<file path="src/common/modulo_loop_pkg.sv">
// Constants and types shared by the modulo loop branch unit.
package modulo_loop_pkg;

  // Register byte offsets on the APB bus.
  localparam logic [7:0] LOOP_COUNT_OFS = 8'h00;
  localparam logic [7:0] EPILOG_OFS     = 8'h04;
  localparam logic [7:0] CUR_FRAME_OFS  = 8'h08;
  localparam logic [7:0] PREV_FRAME_OFS = 8'h0c;
  localparam logic [7:0] INTR_FRAME_OFS = 8'h10;
  localparam logic [7:0] STATUS_OFS     = 8'h14;

  // Status register bit positions.
  localparam int STAT_FAULT_BIT   = 0;
  localparam int STAT_LC_ZERO_BIT = 1;
  localparam int STAT_EC_ZERO_BIT = 2;
  localparam int STAT_LAST_TK_BIT = 3;

  // Widths, sizes and reset values.
  localparam int         EC_W        = 6;
  localparam logic [31:0] LC_RST     = 32'h0000_0000;
  localparam logic [5:0] EC_RST      = 6'h00;
  localparam logic [5:0] EC_ONE      = 6'h01;
  localparam logic [6:0] FR_ROT_SIZE = 7'h60;
  localparam logic [6:0] PR_ROT_SIZE = 7'h30;
  localparam logic [1:0] LOOP_SLOT   = 2'h2;

  // Instructions seen by the unit.
  typedef enum logic [3:0] {
    OP_NONE = 4'h0, OP_COND = 4'h1, OP_CALL = 4'h2, OP_RET = 4'h3,
    OP_CTOP = 4'h4, OP_CEXIT = 4'h5, OP_WTOP = 4'h6, OP_WEXIT = 4'h7,
    OP_CLRRRB = 4'h8, OP_CLEAR_PREDICATE_ROTATION = 4'h9, OP_COVER = 4'ha,
    OP_RFI = 4'hb, OP_BRP = 4'hc
  } op_t;

  // Strategy hint on branches.
  typedef enum logic [1:0] {
    WH_SPNT = 2'h0, WH_SPTK = 2'h1, WH_DPNT = 2'h2, WH_DPTK = 2'h3
  } whether_t;

  // Strategy hint on branch-predict instructions.
  typedef enum logic [1:0] {
    BW_SPTK = 2'h0, BW_LOOP_POS = 2'h1, BW_DPTK = 2'h2, BW_LOOP_NEG = 2'h3
  } brp_whether_t;

  // Frame marker word; the first field is the top bit.
  typedef struct packed {
    logic       valid;
    logic [2:0] rsvd3;
    logic [3:0] sor;
    logic [1:0] rsvd2;
    logic [5:0] rrb_pr;
    logic       rsvd1;
    logic [6:0] rrb_fr;
    logic       rsvd0;
    logic [6:0] rrb_gr;
  } frame_t;

  // One instruction from the issue stage.
  typedef struct packed {
    logic        valid;
    op_t         op;
    logic [1:0]  slot;
    logic        qp;
    logic [1:0]  wh;
    logic        many;
    logic        clr;
    logic        imp;
    logic        ind;
    logic [2:0]  breg;
    logic [31:0] ip;
    logic [20:0] disp;
    logic [8:0]  loc;
  } issue_t;

  // Resolved branch and hint information.
  typedef struct packed {
    logic         valid;
    logic         taken;
    logic         fault;
    logic         p63_we;
    logic         p63_val;
    logic         pred_taken;
    logic         pred_alloc;
    logic         pred_dyn;
    logic         pf_many;
    logic         dealloc;
    logic         hint_valid;
    logic         hint_ind;
    logic         hint_imp;
    brp_whether_t hint_strat;
    logic [2:0]   hint_breg;
    logic [31:0]  hint_loc;
    logic [31:0]  hint_tgt;
  } result_t;

  // Clears reserved bits of a written frame word.
  function automatic frame_t clean_frame(input logic [31:0] w,
                                         input logic keep_v);
    frame_t f;
    f = frame_t'(w);
    f.rsvd3 = 3'h0;
    f.rsvd2 = 2'h0;
    f.rsvd1 = 1'b0;
    f.rsvd0 = 1'b0;
    f.valid = w[31] & keep_v;
    return f;
  endfunction : clean_frame

endpackage : modulo_loop_pkg

</file>
<file path="src/hdl/modulo_loop_branch_unit.sv">
// Loop branch resolution, rotating base control and hint decoding.
//
// The placing of the registers and the APB interface to the registers were chosen for this implementation.
`timescale 1ns/1ps
// Overview of operation
// [RULE1] Clear, call and cover zero all bases; predicate clear zeroes one.
// [RULE2] Return copies base fields from previous into current frame.
// [RULE3] Top form: taken continues the loop, not-taken leaves it.
// [RULE4] Exit form: not-taken continues the loop, taken leaves it.
// [RULE5] Counted branch direction uses form and both counts, not predicate.
// [RULE6] Nonzero loop count: continue, decrement it, rotate, stage one.
// [RULE7] Every loop branch writes its stage value into predicate 63.
// [RULE8] Counted, zero count, epilog above one: continue, decrement, rotate.
// [RULE9] Counted, zero count, epilog one: exit, decrement, rotate, zero.
// [RULE10] Counted, both counts zero: exit, nothing changes, write zero.
// [RULE11] While with predicate one: continue, rotate, epilog and count kept.
// [RULE12] While, predicate zero, epilog above one: continue, decrement.
// [RULE13] While, predicate zero, epilog one: exit, decrement, rotate.
// [RULE14] While, predicate zero, epilog zero: exit, nothing rotates.
// [RULE15] Hints never alter architectural state and may be ignored.
// [RULE16] Four strategy encodings, static or dynamic, each with default.
// [RULE17] Loop branches are predicted from the two counts.
// [RULE18] Prefetch hint chooses a short or a long target prefetch.
// [RULE19] Deallocation hint keeps or releases the prediction entry.
// [RULE20] Predict instruction locates its branch by bundle plus offset.
// [RULE21] Relative target is bundle plus 21-bit offset; indirect names a BR.
// [RULE22] Predict strategy: static taken, one dynamic, two loop kinds.
// [RULE23] Bases decrement modulo their region; GR only with nonzero size.
// [RULE24] Loop branches outside slot 2 fault as illegal operations.
// [RULE25] All effects of one loop branch commit on the same edge.
module modulo_loop_branch_unit (
  // Clock and reset.
  input  wire logic                    CORE_CLK,
  input  wire logic                    SYS_RST,
  // APB slave.
  input  wire logic                    PSEL,
  input  wire logic                    PENABLE,
  input  wire logic                    PWRITE,
  input  wire logic [7:0]              PADDR,
  input  wire logic [31:0]             PWDATA,
  output logic [31:0]                  PRDATA,
  output logic                         PREADY,
  output logic                         PSLVERR,
  // Issue port from the decode stage.
  input  wire modulo_loop_pkg::issue_t ISSUE,
  // Resolved branch and frame state.
  output modulo_loop_pkg::result_t     RESULT,
  output modulo_loop_pkg::frame_t      CUR_FRAME
);
  import modulo_loop_pkg::*;

  logic [31:0]     lc_reg;
  logic [EC_W-1:0] ec_reg;
  frame_t          cfm_reg;
  frame_t          pfm_reg;
  frame_t          ifm_reg;
  logic            fault_reg;
  logic            last_tk_reg;
  result_t         res_next;
  logic [31:0]     rdata_next;
  logic            rerr_next;
  logic            counted;
  logic            whilel;
  logic            is_loop;
  logic            is_top;
  logic            cont;
  logic            dec_lc;
  logic            dec_ec;
  logic            rot;
  logic            stage;
  logic            loop_tk;
  logic            fault;
  logic            commit;
  logic            apb_wr;
  logic [6:0]      gr_size;

  // Decrement a base, wrapping at the size of its region.
  function automatic logic [6:0] rot_dec(input logic [6:0] v,
                                         input logic [6:0] size);
    return (v == 7'h00) ? size - 7'h01 : v - 7'h01; // [RULE23]
  endfunction : rot_dec

  // Sign-extends a 21-bit displacement and adds it to a bundle address.
  function automatic logic [31:0] rel_add(input logic [31:0] ip,
                                          input logic [20:0] d);
    return ip + {{11{d[20]}}, d};
  endfunction : rel_add

  // Instruction class.
  assign counted = (ISSUE.op == OP_CTOP) || (ISSUE.op == OP_CEXIT);
  assign whilel  = (ISSUE.op == OP_WTOP) || (ISSUE.op == OP_WEXIT);
  assign is_loop = counted || whilel;
  assign is_top  = (ISSUE.op == OP_CTOP) || (ISSUE.op == OP_WTOP);
  assign gr_size = {cfm_reg.sor, 3'b000};

  // A misplaced loop branch changes nothing and only reports the fault.
  assign fault  = ISSUE.valid && is_loop && (ISSUE.slot != LOOP_SLOT); // [RULE24]
  assign commit = ISSUE.valid && !fault;
  assign apb_wr = PSEL && PENABLE && PWRITE && PREADY;

  // Loop outcome; the predicate never enters the counted case.
  always_comb begin
    cont   = 1'b0;
    dec_lc = 1'b0;
    dec_ec = 1'b0;
    rot    = 1'b0;
    stage  = 1'b0;
    if (counted && (lc_reg != 32'h0000_0000)) begin // [RULE5]
      cont   = 1'b1; // [RULE6]
      dec_lc = 1'b1;
      rot    = 1'b1;
      stage  = 1'b1;
    end else if (whilel && ISSUE.qp) begin
      cont = 1'b1; // [RULE11]
      rot  = 1'b1;
    end else if (is_loop) begin
      if (ec_reg > EC_ONE) begin
        cont   = 1'b1; // [RULE8] [RULE12]
        dec_ec = 1'b1;
        rot    = 1'b1;
      end else if (ec_reg == EC_ONE) begin
        dec_ec = 1'b1; // [RULE9] [RULE13]
        rot    = 1'b1;
      end
      // Epilog count zero here leaves everything as it is. [RULE10] [RULE14]
    end
  end

  // Direction follows the form of the branch.
  assign loop_tk = is_top ? cont : !cont; // [RULE3] [RULE4]

  // Loop count; a branch update wins over a bus write in the same cycle.
  always_ff @(posedge CORE_CLK) begin
    if (SYS_RST) begin
      lc_reg <= LC_RST;
    end else if (commit && dec_lc) begin
      lc_reg <= lc_reg - 32'h0000_0001; // [RULE25]
    end else if (apb_wr && (PADDR == LOOP_COUNT_OFS)) begin
      lc_reg <= PWDATA;
    end
  end

  // Epilog count.
  always_ff @(posedge CORE_CLK) begin
    if (SYS_RST) begin
      ec_reg <= EC_RST;
    end else if (commit && dec_ec) begin
      ec_reg <= ec_reg - EC_ONE; // [RULE25]
    end else if (apb_wr && (PADDR == EPILOG_OFS)) begin
      ec_reg <= PWDATA[EC_W-1:0];
    end
  end

  // Current frame marker and its rotating bases.
  always_ff @(posedge CORE_CLK) begin
    if (SYS_RST) begin
      cfm_reg <= '0;
    end else if (commit && rot) begin
      if (cfm_reg.sor != 4'h0) begin
        cfm_reg.rrb_gr <= rot_dec(cfm_reg.rrb_gr, gr_size); // [RULE23]
      end
      cfm_reg.rrb_fr <= rot_dec(cfm_reg.rrb_fr, FR_ROT_SIZE);
      cfm_reg.rrb_pr <= 6'(rot_dec({1'b0, cfm_reg.rrb_pr}, PR_ROT_SIZE));
    end else if (commit && ((ISSUE.op == OP_CLRRRB) ||
                            (ISSUE.op == OP_COVER) ||
                            ((ISSUE.op == OP_CALL) && ISSUE.qp))) begin
      cfm_reg.rrb_gr <= 7'h00; // [RULE1]
      cfm_reg.rrb_fr <= 7'h00;
      cfm_reg.rrb_pr <= 6'h00;
    end else if (commit && (ISSUE.op == OP_CLEAR_PREDICATE_ROTATION)) begin
      cfm_reg.rrb_pr <= 6'h00; // [RULE1]
    end else if (commit && (ISSUE.op == OP_RET) && ISSUE.qp) begin
      cfm_reg.rrb_gr <= pfm_reg.rrb_gr; // [RULE2]
      cfm_reg.rrb_fr <= pfm_reg.rrb_fr;
      cfm_reg.rrb_pr <= pfm_reg.rrb_pr;
    end else if (commit && (ISSUE.op == OP_RFI) && ifm_reg.valid) begin
      cfm_reg.rrb_gr <= ifm_reg.rrb_gr; // [RULE1]
      cfm_reg.rrb_fr <= ifm_reg.rrb_fr;
      cfm_reg.rrb_pr <= ifm_reg.rrb_pr;
    end else if (apb_wr && (PADDR == CUR_FRAME_OFS)) begin
      cfm_reg <= clean_frame(PWDATA, 1'b0);
    end
  end

  // Previous frame marker; a taken call saves the current frame.
  always_ff @(posedge CORE_CLK) begin
    if (SYS_RST) begin
      pfm_reg <= '0;
    end else if (commit && (ISSUE.op == OP_CALL) && ISSUE.qp) begin
      pfm_reg <= cfm_reg;
    end else if (apb_wr && (PADDR == PREV_FRAME_OFS)) begin
      pfm_reg <= clean_frame(PWDATA, 1'b0);
    end
  end

  // Interruption frame marker is written by software only.
  always_ff @(posedge CORE_CLK) begin
    if (SYS_RST) begin
      ifm_reg <= '0;
    end else if (apb_wr && (PADDR == INTR_FRAME_OFS)) begin
      ifm_reg <= clean_frame(PWDATA, 1'b1);
    end
  end

  // Sticky fault flag; a new fault wins over a write-one clear.
  always_ff @(posedge CORE_CLK) begin
    if (SYS_RST) begin
      fault_reg <= 1'b0;
    end else if (fault) begin
      fault_reg <= 1'b1;
    end else if (apb_wr && (PADDR == STATUS_OFS) &&
                 PWDATA[STAT_FAULT_BIT]) begin
      fault_reg <= 1'b0;
    end
  end

  // Direction of the last committed loop branch, for software to inspect.
  always_ff @(posedge CORE_CLK) begin
    if (SYS_RST) begin
      last_tk_reg <= 1'b0;
    end else if (commit && is_loop) begin
      last_tk_reg <= loop_tk;
    end
  end

  // Result word; hints reach only the prediction fields.
  always_comb begin
    res_next            = '0;
    res_next.valid      = ISSUE.valid;
    res_next.fault      = fault;
    res_next.pf_many    = ISSUE.many; // [RULE18]
    res_next.dealloc    = ISSUE.clr; // [RULE19]
    if (!fault && is_loop) begin
      res_next.taken      = loop_tk;
      res_next.p63_we     = 1'b1; // [RULE7]
      res_next.p63_val    = stage;
      res_next.pred_taken = loop_tk; // [RULE17]
      res_next.pred_alloc = 1'b1;
    end else if (!fault && (ISSUE.op == OP_BRP)) begin
      res_next.hint_valid = 1'b1;
      res_next.hint_imp   = ISSUE.imp;
      res_next.hint_ind   = ISSUE.ind;
      res_next.hint_strat = brp_whether_t'(ISSUE.wh); // [RULE22]
      res_next.hint_loc   = ISSUE.ip + {23'h000000, ISSUE.loc}; // [RULE20]
      if (ISSUE.ind) begin
        res_next.hint_breg = ISSUE.breg; // [RULE21]
      end else begin
        res_next.hint_tgt = rel_add(ISSUE.ip, ISSUE.disp); // [RULE21]
      end
    end else if (ISSUE.op inside {OP_COND, OP_CALL, OP_RET}) begin
      res_next.taken = ISSUE.qp; // [RULE15]
      unique case (whether_t'(ISSUE.wh))
        WH_SPNT: res_next.pred_taken = 1'b0; // [RULE16]
        WH_SPTK: res_next.pred_taken = 1'b1;
        WH_DPNT: begin
          res_next.pred_alloc = 1'b1;
          res_next.pred_dyn   = 1'b1;
        end
        WH_DPTK: begin
          res_next.pred_taken = 1'b1;
          res_next.pred_alloc = 1'b1;
          res_next.pred_dyn   = 1'b1;
        end
      endcase
    end
  end

  // Result register, committed on the same edge as the state.
  always_ff @(posedge CORE_CLK) begin
    if (SYS_RST) begin
      RESULT <= '0;
    end else begin
      RESULT <= res_next; // [RULE25]
    end
  end

  assign CUR_FRAME = cfm_reg;

  // Read mux; an unmapped address reads zero with an error.
  always_comb begin
    rdata_next = 32'h0000_0000;
    rerr_next  = 1'b0;
    unique case (PADDR)
      LOOP_COUNT_OFS: rdata_next = lc_reg;
      EPILOG_OFS:     rdata_next = {26'h0000000, ec_reg};
      CUR_FRAME_OFS:  rdata_next = cfm_reg;
      PREV_FRAME_OFS: rdata_next = pfm_reg;
      INTR_FRAME_OFS: rdata_next = ifm_reg;
      STATUS_OFS: begin
        rdata_next[STAT_FAULT_BIT]   = fault_reg;
        rdata_next[STAT_LC_ZERO_BIT] = (lc_reg == 32'h0000_0000);
        rdata_next[STAT_EC_ZERO_BIT] = (ec_reg == EC_RST);
        rdata_next[STAT_LAST_TK_BIT] = last_tk_reg;
      end
      default: rerr_next = 1'b1;
    endcase
  end

  // APB answer: ready in the first access cycle, so no wait states.
  always_ff @(posedge CORE_CLK) begin
    if (SYS_RST) begin
      PREADY  <= 1'b0;
      PSLVERR <= 1'b0;
      PRDATA  <= 32'h0000_0000;
    end else if (PSEL && !PENABLE) begin
      PREADY  <= 1'b1;
      PSLVERR <= rerr_next;
      PRDATA  <= PWRITE ? 32'h0000_0000 : rdata_next;
    end else begin
      PREADY  <= 1'b0;
      PSLVERR <= 1'b0;
      PRDATA  <= 32'h0000_0000;
    end
  end

  // Clearing all bases leaves every base at zero one edge later.
  clear_all_a: // [RULE1]
  assert property (@(posedge CORE_CLK) disable iff (SYS_RST)
    commit && (ISSUE.op == OP_CLRRRB) && !apb_wr
    |=> (cfm_reg.rrb_gr == 7'h00) && (cfm_reg.rrb_fr == 7'h00) &&
        (cfm_reg.rrb_pr == 6'h00))
  else $error("bases not cleared");

  // A taken return restores the FR and PR bases saved in the previous frame.
  ret_copy_a: // [RULE2]
  assert property (@(posedge CORE_CLK) disable iff (SYS_RST)
    commit && (ISSUE.op == OP_RET) && ISSUE.qp
    |=> (cfm_reg.rrb_fr == $past(pfm_reg.rrb_fr)) &&
        (cfm_reg.rrb_pr == $past(pfm_reg.rrb_pr)))
  else $error("return did not restore bases");

  // Top form with work left reports taken.
  top_taken_a: // [RULE3]
  assert property (@(posedge CORE_CLK) disable iff (SYS_RST)
    commit && (ISSUE.op == OP_CTOP) && (lc_reg != 32'h0000_0000)
    |=> RESULT.taken && RESULT.p63_we && RESULT.p63_val)
  else $error("top branch not taken");

  // Exit form in the last epilog step reports taken.
  exit_taken_a: // [RULE4]
  assert property (@(posedge CORE_CLK) disable iff (SYS_RST)
    commit && (ISSUE.op == OP_CEXIT) && (lc_reg == 32'h0000_0000) &&
    (ec_reg == EC_ONE) |=> RESULT.taken && !RESULT.p63_val)
  else $error("exit branch direction wrong");

  // Kernel iteration decrements the loop count by exactly one.
  kernel_dec_a: // [RULE6]
  assert property (@(posedge CORE_CLK) disable iff (SYS_RST)
    commit && counted && !apb_wr && (lc_reg != 32'h0000_0000)
    |=> (lc_reg == $past(lc_reg) - 32'h0000_0001) && $stable(ec_reg))
  else $error("loop count not decremented");

  // Last epilog step still rotates the floating-point base.
  epilog_end_a: // [RULE9]
  assert property (@(posedge CORE_CLK) disable iff (SYS_RST)
    commit && is_loop && !(whilel && ISSUE.qp) && !apb_wr &&
    (lc_reg == 32'h0000_0000) && (ec_reg == EC_ONE)
    |=> (ec_reg == EC_RST) &&
        (cfm_reg.rrb_fr == rot_dec($past(cfm_reg.rrb_fr), FR_ROT_SIZE)))
  else $error("epilog end did not rotate");

  // An empty loop leaves counts and bases alone and writes zero.
  // The exit form reports taken here, the top form not-taken.
  empty_loop_a: // [RULE10]
  assert property (@(posedge CORE_CLK) disable iff (SYS_RST)
    commit && counted && !apb_wr && (lc_reg == 32'h0000_0000) &&
    (ec_reg == EC_RST)
    |=> $stable(lc_reg) && $stable(ec_reg) && $stable(cfm_reg) &&
        RESULT.p63_we && !RESULT.p63_val &&
        (RESULT.taken == ($past(ISSUE.op) == OP_CEXIT)))
  else $error("empty loop changed state");

  // A while kernel step keeps both counts.
  while_kernel_a: // [RULE11]
  assert property (@(posedge CORE_CLK) disable iff (SYS_RST)
    commit && whilel && ISSUE.qp && !apb_wr
    |=> $stable(lc_reg) && $stable(ec_reg) && !RESULT.p63_val)
  else $error("while kernel touched counts");

  // A misplaced loop branch faults and changes no state.
  slot_fault_a: // [RULE24]
  assert property (@(posedge CORE_CLK) disable iff (SYS_RST)
    ISSUE.valid && is_loop && (ISSUE.slot != LOOP_SLOT) && !apb_wr
    |=> RESULT.fault && !RESULT.p63_we && $stable(lc_reg) &&
        $stable(cfm_reg) && fault_reg)
  else $error("slot fault missing");

endmodule : modulo_loop_branch_unit

</file>
<file path="config.mk">
export PLATFORM = sky130hd
export DESIGN_NAME = modulo_loop_branch_unit
export DESIGN_NICKNAME = d
export VERILOG_FILES = /design/src/common/modulo_loop_pkg.sv /design/src/hdl/modulo_loop_branch_unit.sv
export SDC_FILE = /design/constraint.sdc
export NUM_CORES = 1
export LEC_CHECK = 0
export BUFFER_PORTS_ARGS = -buffer_cell sky130_fd_sc_hd__buf_2
export CAP_MARGIN = 10
export CORE_MARGIN = 2
export CORE_UTILIZATION = 45
export DETAILED_ROUTE_END_ITERATION = 8
export PLACE_DENSITY = 0.68
export SYNTH_ARGS = -nofsm -noshare
export SYNTH_HDL_FRONTEND = slang
export SYNTH_SLANG_ARGS = --single-unit
</file>
<file path="constraint.sdc">
create_clock -name CORE_CLK -period 7.8 [get_ports CORE_CLK]
set_input_delay 1.17 -clock CORE_CLK [delete_from_list [all_inputs] [get_ports CORE_CLK]]
set_output_delay 1.17 -clock CORE_CLK [all_outputs]
set_load 0.01 [all_outputs]
</file>
==> reports/qor.csv, run 1 <==
metric,value,unit
Post-DRT Antenna Nets,0,
combinational family with the most area after synthesis,simple AND/OR/NAND/NOR gates,
total track usage,27.5,%
"share of synthesized cell area in full adder, half adder and majority cells",5.64,%
"Core Util, Final",54.8,%
post-synthesis mux area share,4.39,%
Die Height,170,um
Placed Area,14000,um^2
flop-to-flop setup slack,3.80,ns
minimum clock period,4.46,ns
r2r endpoint,CUR_FRAME[2],
Yosys warnings,0,
postcts setup bufs,0,
first-pass GRT wire length,63.7,mm
MaxCap Viol Count,0,
routed vias,12700,
Synth cell types,74,
outcome,"finished, final reports clean",
clock tree buffer depth,3,
required time worst endpoint,8.26,ns
Synth Area in Compound Gates,21.4,%
"Primary FF master, synth",dfxtp_1,
CP max stage delay,0.75,ns
CTS Root Cell,clkbuf_16,
hold bufs inserted after CTS,0,
async set-or-reset flop fraction in the synthesized netlist,0,%
RSZ-0062 raised after global routing,false,
Hold Crit Class,reg2reg,
synthesized cell area,12500,um^2
layout cell share with drive strength beyond 1,20.1,%
Cells after Synth,1551,
PwrDens,191,nW/um^2
Crit Path Max Fanout,20,
Worst Reg2Reg Path Length in Cells,8,
post-detail-place hpwl,30.0,mm
Die ar.,29000,um^2
WHS Endpoint,ifm_reg[25],
vias in the first global route,11600,
DR WL/cell,19.0,um
Static Leak,0.00640,uW
core area,27100,um^2
net count reported at finish,1947,
XOR/XNOR Fraction of Synth Area,3.16,%
Total Wirelength,41.0,mm
Port Buffers,263,
CP Data Arrival Time,4.92,ns
RR Startpoint,lc_reg[9],
RePlAce Congestion,0.958,
1st-iter DRT viols,1375,
CP Cell Sequence,"buf_2, or4_1, nor3_1, and2_1, a31oi_1, o211ai_4, o21ai_2, a221o_1, a21oi_1",
number of synthesized flops with an enable pin,0,
Tightest Pin Transition,1.08,ns
setup TNS,0,ns
Worst Skew,0.0182,ns
"top cells by area, synth","dfxtp_1 (37%), nor2_1 (5.9%), ha_1 (5.3%)",
H-tree depth,1,
Clock Latency Late Sink,0.55,ns
post-synth top area cell,dfxtp_1,
Max Clk Rate,224,MHz
CTS tree,built,
die width,170,um
num rows,60,
antenna violations before repair,3,
CTS Buf Count,27,
IO Count,272,
Worst VDD drop,0.135,mV
Hold WS,0.458,ns
TritonRoute pass-1 iters,8,
Synth top area share,36.8,%
starting density of the core,46.0,%
sequential share of the synthesized area,36.8,%
max FFs per register,82,
number of synthesized register bits,229,
Slew headroom,27.7,%
worst hold stages,2,
Hold Path Origin,ifm_reg[25],
"Area growth, synth to finish",19.1,%
max-slew violation count,0,
post_cts resized,0,
syn_area_per_cell,8.03,um^2
"Setup violations, final",0,
CP Launch Type,input port,
CTS clock-pin slew for the worst setup and hold paths,0.06,ns
Worst setup EP type,flop,
clock sink total,229,
drc violations,0,
largest net degree at the start of global routing,70,
slowest cell on the critical path,and2_1,
"Design Area, Final",14800,um^2
Final Hold Viols,0,
final period utilization,57.2,%
total gr overflow,0,
Post-Synth Simple-Gate Area,23.8,%
path type of the worst setup path,in2reg,
Vias per Instance,5.89,
==> metrics by stage <==
stage | worst slack (ns) | cells | power, uW
final | 3.34 | 2157 | 2830
after global routing | 3.10 | 2157 | 2930
after CTS | 3.46 | 2155 | 2830
after detailed placement | 2.90 | 2111 | 1580
after global placement | 3.05 | 2111 | 1580
after floorplan | 4.28 | 1558 | 1460
==> per-layer routing <==
layer	global-route usage (%)	share of wire, %	vias to the layer above
li1	-	-	6069
met2	41.6	43	600
met1	38.7	45	5945
met4	9.22	3.4	0
met3	5.95	9.0	90
met5	0	0	-
==> worst max-delay path by stage <==
stage	start	to	cells past startpoint
after floorplan	PADDR[0]	ifm_reg[0]	9
after global placement	PADDR[0]	CUR_FRAME[0]	9
after detailed placement	PADDR[0]	CUR_FRAME[0]	9
after CTS	PADDR[0]	CUR_FRAME[0]	9
after global routing	PADDR[0]	CUR_FRAME[0]	9
final	PADDR[0]	CUR_FRAME[0]	9
==> cells in the mapped netlist (15+ instances only) <==
cell and n:
mux2i_1 31, ha_1 53, and2_1 16, nor2_1 196, xor2_1 15, mux2_2 17, nor3_1 46, a31oi_1 20
clkbuf_1 72, a21oi_1 127, dfxtp_1 229, and3_1 23, nand3_1 38, nand2_1 170, xnor2_1 30, a222oi_1 20
o21ai_0 89, a21o_1 16, inv_1 48, or3_1 20, nor4_1 25, a311oi_1 32
==> area by class of cell <==
type | count | area (um^2)
antenna | 2 | 5.00
clock buffer | 35 | 766
clock inverter | 9 | 108
fill | 2606 | 12300
inverter | 49 | 184
multi-input combinational | 1186 | 7320
sequential | 229 | 4580
tap | 372 | 465
timing repair buffer | 275 | 1410
==> worst max-delay path, delay by kind of cell <==
family,cells,cell delay [ns]
and+or+nand+nor,3,1.91
buffers and inverters,1,0.09
AOI/OAI and AO/OA,5,1.73
==> cell usage in the layout (no fill, tap or decap), drive strengths merged, types with 8 or more instances in the layout <==
cell / netlist / final
and2: 16 / 16
xor2: 15 / 15
nor3: 46 / 46
nand3: 38 / 38
nor3b: 11 / 11
a21oi: 127 / 127
inv: 48 / 50
a222oi: 20 / 20
nor2b: 14 / 14
buf: 22 / 275
nand4: 13 / 13
o21ai: 91 / 91
o2111ai: 8 / 8
nand2: 170 / 170
o211ai: 16 / 16
or4: 12 / 12
and3: 23 / 23
clkbuf: 72 / 35
mux2i: 31 / 31
nor4: 25 / 25
o22ai: 9 / 9
ha: 53 / 53
nand2b: 10 / 10
mux2: 17 / 17
xnor2: 30 / 30
a21o: 16 / 16
a311oi: 32 / 32
dfxtp: 229 / 229
conb: 1 / 8
a31oi: 20 / 20
nor2: 198 / 198
or3: 20 / 20
a211oi: 13 / 13
==> logic make-up after synthesis <==
family | count (synthesis)
buffers and inverters | 143
multiplexers | 50
flip-flops | 229
adder cells (fa/ha/maj) | 55
XOR/XNOR | 45
AND/OR/NAND/NOR | 622
other | 1
AO/OA/AOI/OAI | 406
==> power breakdown <==
| group | internal [uW] | leakage (uW) | switching, uW |
|---|---|---|---|
| logic | 143 | 0.00411 | 223 |
| registers | 1180 | 0.00185 | 17.2 |
| clock network | 751 | 0.000433 | 511 |
Note: power is estimated with default switching activity, not from simulation.
==> inputs of run 2 (changes only) <==
--- a/config.mk
+++ b/config.mk
@@ -10,7 +10,7 @@
 export CORE_MARGIN = 2
 export CORE_UTILIZATION = 45
 export DETAILED_ROUTE_END_ITERATION = 8
-export PLACE_DENSITY = 0.68
+export PLACE_DENSITY = 0.71
 export SYNTH_ARGS = -nofsm -noshare
 export SYNTH_HDL_FRONTEND = slang
 export SYNTH_SLANG_ARGS = --single-unit
==> constraint.sdc (replaced) <==
create_clock -name CORE_CLK -period 3.7 [get_ports CORE_CLK]
set_input_delay 0.555 -clock CORE_CLK [delete_from_list [all_inputs] [get_ports CORE_CLK]]
set_output_delay 0.555 -clock CORE_CLK [all_outputs]
set_load 0.01 [all_outputs]
==> run 2 against run 1 <==
Non-clock buffer count rose by 22; worst hold slack worse by 0.24 ns; sequential power increased by 110%; clock-buffer cell count fell by 1; utilization up 0.66 points; sequential share of layout area decreased by 0.37 points; die area unchanged.
==> reports/qor.csv, run 2 (same netlist as run 1, synthesis figures left out) <==
metric,value,unit,change
outcome,"finished, final reports clean",,
DR WL/cell,18.7,um,-1.8%
setup TNS,0,ns,unchanged
Tightest Pin Transition,1.09,ns,+0.0137 ns
"most common cell after layout, fill and taps aside",buf_2,,
"Setup violations, final",0,,unchanged
clock sink total,229,,unchanged
Total Wirelength,40.7,mm,-0.68%
Die Height,170,um,unchanged
"Core Util, Final",55.4,%,+0.66 points
Crit Path Max Fanout,15,,-25%
RePlAce Congestion,0.930,,-2.9%
postcts setup bufs,0,,unchanged
antenna violations before repair,1,,-2
Worst VDD drop,0.299,mV,+120%
minimum clock period,3.41,ns,
H-tree depth,1,,unchanged
Setup WS pre-CTS,0.350,ns,-2.55 ns
required time worst endpoint,4.12,ns,-4.14 ns
first-pass GRT wire length,63.2,mm,-0.86%
total gr overflow,0,,unchanged
CTS tree,built,,
1st-iter DRT viols,1288,,-6.3%
Worst setup EP type,flop,,
Final Hold Viols,0,,unchanged
Max Clk Rate,294,MHz,
Layout fillers,2531,,-2.9%
"commonest cells after routing, fill and taps aside","buf_2 (262), dfxtp_1 (229), nor2_1 (196)",,
TritonRoute pass-1 iters,5,,-3
Slew headroom,27.1,%,-0.64 points
post-detail-place hpwl,29.8,mm,-0.80%
CP Data Arrival Time,3.82,ns,-1.10 ns
final period utilization,92.1,%,
starting density of the core,46.0,%,unchanged
hold bufs inserted after CTS,0,,unchanged
Static Leak,0.00650,uW,+1.6%
Hold WS,0.221,ns,-0.237 ns
routed vias,12700,,-0.41%
MaxCap Viol Count,0,,unchanged
Vias per Instance,5.80,,-1.6%
Worst Skew,0.0141,ns,-0.00409 ns
PwrDens,397,nW/um^2,+110%
net count reported at finish,1968,,+1.1%
drc violations,0,,unchanged
core area,27100,um^2,unchanged
num rows,60,,unchanged
max FFs per register,82,,unchanged
Clock Latency Late Sink,0.54,ns,about the same
"Area growth, synth to finish",20.5,%,
Hold Crit Class,in2reg,,
CTS clock-pin slew for the worst setup and hold paths,0.06,ns,about the same
CP Launch Type,flop,,
max-slew violation count,0,,unchanged
CTS Root Cell,clkbuf_16,,
CTS Buf Count,26,,-3.7%
largest net degree at the start of global routing,98,,+40%
total track usage,27.2,%,-0.29 points
IO Count,272,,unchanged
post_cts resized,0,,unchanged
RSZ-0062 raised after global routing,false,,
Die ar.,29000,um^2,unchanged
path type of the worst setup path,reg2reg,,
worst setup margin,0.294,ns,-3.05 ns
Port Buffers,263,,unchanged
Post-DRT Antenna Nets,0,,unchanged
layout cell share with drive strength beyond 1,21.3,%,+1.1 points
clock tree buffer depth,3,,unchanged
die width,170,um,unchanged
vias in the first global route,11600,,-0.16%
## run 2: where the power goes
part	switching, uW	internal, uW
logic	467	304
clock network	1090	1570
registers	35.3	2500
## run 2: worst max-delay path, stage by stage, from the launching register on
cell,delay [ns]
dfxtp_1,0.37
or4_4,0.59
or4_1,0.44
or4_4,0.54
o21ai_4,0.43
o211ai_4,0.26
o21ai_2,0.29
a21oi_1,0.08
o221a_2,0.28
## run 2: through the flow
stage	cells	area [um^2]	power [uW]
3_5_place_dp	2133	14100	3340
6_report	2182	15000	5960
2_1_floorplan	1558	12500	3070
5_1_grt	2182	15000	6180
4_1_cts	2181	15000	6000
3_3_place_gp	2133	14100	3330
## run 2: path summary, 6_finish.rpt
kind / from / end / slack [ns] / cells after the start
hold reg to reg: ifm_reg[27] / ifm_reg[27] / 0.45 / 2
setup / recovery: lc_reg[9] / CUR_FRAME[2] / 0.29 / 8
setup reg to reg: lc_reg[9] / CUR_FRAME[2] / 0.29 / 8
hold / removal: PWRITE / PRDATA[2] / 0.22 / 2
## run 2: cell type report
class | instances | area, um^2 | share of cell area, %
Multi-Input combinational cell | 1186 | 7320 | 48.7
Antenna cell | 1 | 2.50 | 0.0167
Clock inverter | 14 | 138 | 0.916
Timing Repair Buffer | 297 | 1570 | 10.5
Inverter | 49 | 184 | 1.22
Tap cell | 372 | 465 | 3.10
Sequential cell | 229 | 4580 | 30.5
Clock buffer | 34 | 752 | 5.01
## run 2: metal layers
layer / up-vias / track usage, % / routed length (um)
met5: - / 0 / 0
met4: 0 / 9.66 / 1290
met3: 83 / 7.21 / 4310
met2: 616 / 41.7 / 17800
met1: 5855 / 36.8 / 17300
li1: 6098 / - / -
==> inputs of run 3 (changes only) <==
--- a/config.mk
+++ b/config.mk
@@ -5,7 +5,7 @@
 export SDC_FILE = /design/constraint.sdc
 export NUM_CORES = 1
 export LEC_CHECK = 0
-export BUFFER_PORTS_ARGS = -buffer_cell sky130_fd_sc_hd__buf_2
+export BUFFER_PORTS_ARGS = -buffer_cell sky130_fd_sc_hd__buf_4
 export CAP_MARGIN = 10
 export CORE_MARGIN = 2
 export CORE_UTILIZATION = 45
==> run 3 against run 2 <==
Final cell count fell by 0.14%; worst setup slack worse by 0.026 ns; final area up 4.4%; clock power grew 3%; clock-buffer cell count fell by 1; total power grew 2.1%; critical path type unchanged; worst hold slack got worse by 0.024 ns; utilization up 2.4 points; via count is 0.99% higher; global-route usage up 0.36 points; routed wire length increased by 1.4%; sequential power about the same; highest routed layer unchanged; largest power group unchanged.
==> reports/qor.csv, run 3 (same netlist as run 1, synthesis figures left out) <==
metric,value,unit,change
layout cell share with drive strength beyond 1,21.2,%,-0.075 points
CP Data Arrival Time,3.85,ns,+0.03 ns
Hold Crit Class,in2reg,,
sequential share of power,41.6,%,-0.8 points
IO Count,272,,unchanged
first-pass GRT wire length,63.8,mm,+1.0%
Die ar.,29000,um^2,unchanged
Worst Skew,0.0175,ns,+0.00345 ns
Post-DRT Antenna Nets,0,,unchanged
final period utilization,92.8,%,+0.70 points
"Setup violations, final",0,,unchanged
postcts setup bufs,0,,unchanged
die width,170,um,unchanged
core area,27100,um^2,unchanged
CTS Root Cell,clkbuf_16,,
Worst setup EP type,flop,,
post_cts resized,0,,unchanged
vias in the first global route,11900,,+2.2%
starting density of the core,46.0,%,unchanged
Sw Share,26.2,%,-0.43 points
"commonest cells after routing, fill and taps aside","buf_4 (295), dfxtp_1 (229), nor2_1 (196)",,
placed cell count,2131,,-0.094%
MaxCap Viol Count,0,,unchanged
largest net degree at the start of global routing,93,,-5.1%
routed vias,12800,,+0.99%
Worst Reg2Reg Path Length in Cells,8,,unchanged
Total Wirelength,41.3,mm,+1.4%
Die Height,170,um,unchanged
max-slew violation count,0,,unchanged
Static Leak,0.00659,uW,+1.5%
WHS Endpoint,PRDATA[2],,
Cell Int Power,4490,uW,+2.7%
H-tree depth,1,,unchanged
clock tree buffer depth,3,,unchanged
net count reported at finish,1967,,-0.051%
drc violations,0,,unchanged
Layout fillers,2447,,-3.3%
Hold Path Origin,PWRITE,,
Crit Path Max Fanout,15,,unchanged
1st-iter DRT viols,1254,,-2.6%
r2r endpoint,CUR_FRAME[2],,
total track usage,27.5,%,+0.36 points
Slew headroom,28.3,%,+1.2 points
net switching power figure,1600,uW,+0.44%
Clk pwr share,44.9,%,+0.3 points
Worst VDD drop,0.280,mV,-6.4%
path type of the worst setup path,reg2reg,,
Clock Latency Late Sink,0.54,ns,about the same
TritonRoute pass-1 iters,5,,unchanged
Vias per Instance,5.86,,+1.1%
Port Buffers,263,,unchanged
Tightest Pin Transition,1.08,ns,-0.0182 ns
setup TNS,0,ns,unchanged
flop-to-flop setup slack,0.27,ns,-0.03 ns
RSZ-0062 raised after global routing,false,,
"Area growth, synth to finish",25.8,%,
DR WL/cell,19.0,um,+1.5%
worst hold stages,2,,unchanged
hold bufs inserted after CTS,0,,unchanged
CTS tree,built,,
Final Hold Viols,0,,unchanged
fin cells,2179,,-0.14%
num rows,60,,unchanged
antenna violations before repair,1,,unchanged
post-detail-place hpwl,30.6,mm,+2.7%
minimum clock period,3.43,ns,+0.0260 ns
outcome,"finished, final reports clean",,
max FFs per register,82,,unchanged
clock sink total,229,,unchanged
required time worst endpoint,4.12,ns,about the same
PwrDens,388,nW/um^2,-2.2%
RePlAce Congestion,0.908,,-2.4%
combinational power share,13.5,%,+0.6 points
Max Clk Rate,291,MHz,-0.76%
total gr overflow,0,,unchanged
RR Startpoint,lc_reg[9],,
CTS clock-pin slew for the worst setup and hold paths,0.06,ns,about the same
CTS Buf Count,27,,+3.8%
"most common cell after layout, fill and taps aside",buf_4,,
CP Launch Type,flop,,
-- run 3: critical path, stage by stage, from the launching register on --
cell and delay [ns]:
dfxtp_1 0.38, or4_4 0.60, or4_1 0.44, or4_4 0.55, o21ai_4 0.43, o211ai_4 0.27, o21ai_2 0.29, a21oi_1 0.08
o221a_2 0.28
-- run 3: power groups by stage --
stage / clock [uW] / sequential (uW) / combinational (uW)
2_1_floorplan: 0 / 2590 / 487
3_3_place_gp: 0 / 2590 / 796
3_5_place_dp: 0 / 2590 / 804
4_1_cts: 2760 / 2530 / 810
5_1_grt: 2860 / 2540 / 900
6_report: 2730 / 2530 / 822
-- run 3: metrics by stage --
step	utilization, %	power [uW]	hold slack, ns	setup WS (ns)	instance area (um^2)
6_report	57.9	6090	0.197	0.268	15700
5_1_grt	57.9	6300	0.189	0.125	15700
4_1_cts	57.9	6100	0.183	0.315	15700
3_5_place_dp	54.5	3390	0.454	0.242	14800
3_3_place_gp	54.5	3380	0.441	0.343	14800
2_1_floorplan	-	3070	0.436	0.777	12500
-- run 3: layout make-up --
type	instances	area (um^2)	share of cell area [%]
inverters	49	184	1.17
clock inverters	14	164	1.05
flip-flops and latches	229	4580	29.2
multi-input cells	1186	7320	46.7
diodes	1	2.50	0.0160
well taps	372	465	2.97
clock buffers	33	748	4.77
repair buffers	295	2210	14.1
-- run 3: layer usage --
| metal | global-route usage (%) | vias up | wire [um] |
|---|---|---|---|
| met5 | 0 | - | 0 |
| met4 | 10.2 | 0 | 1430 |
| met3 | 7.14 | 96 | 4440 |
| met2 | 42.3 | 635 | 18200 |
| met1 | 37.1 | 5945 | 17300 |
| li1 | - | 6101 | - |
-- run 3: worst max-delay path by stage --
stage / startpoint / endpoint / slack [ns] / cells past startpoint
floorplan: lc_reg[9] / CUR_FRAME[3] / 0.78 / 10
global placement: ISSUE[9] / RESULT[26] / 0.34 / 11
detailed placement: ISSUE[9] / RESULT[26] / 0.24 / 11
CTS: lc_reg[9] / CUR_FRAME[2] / 0.32 / 8
global route: lc_reg[2] / CUR_FRAME[2] / 0.12 / 8
finish: lc_reg[9] / CUR_FRAME[2] / 0.27 / 8
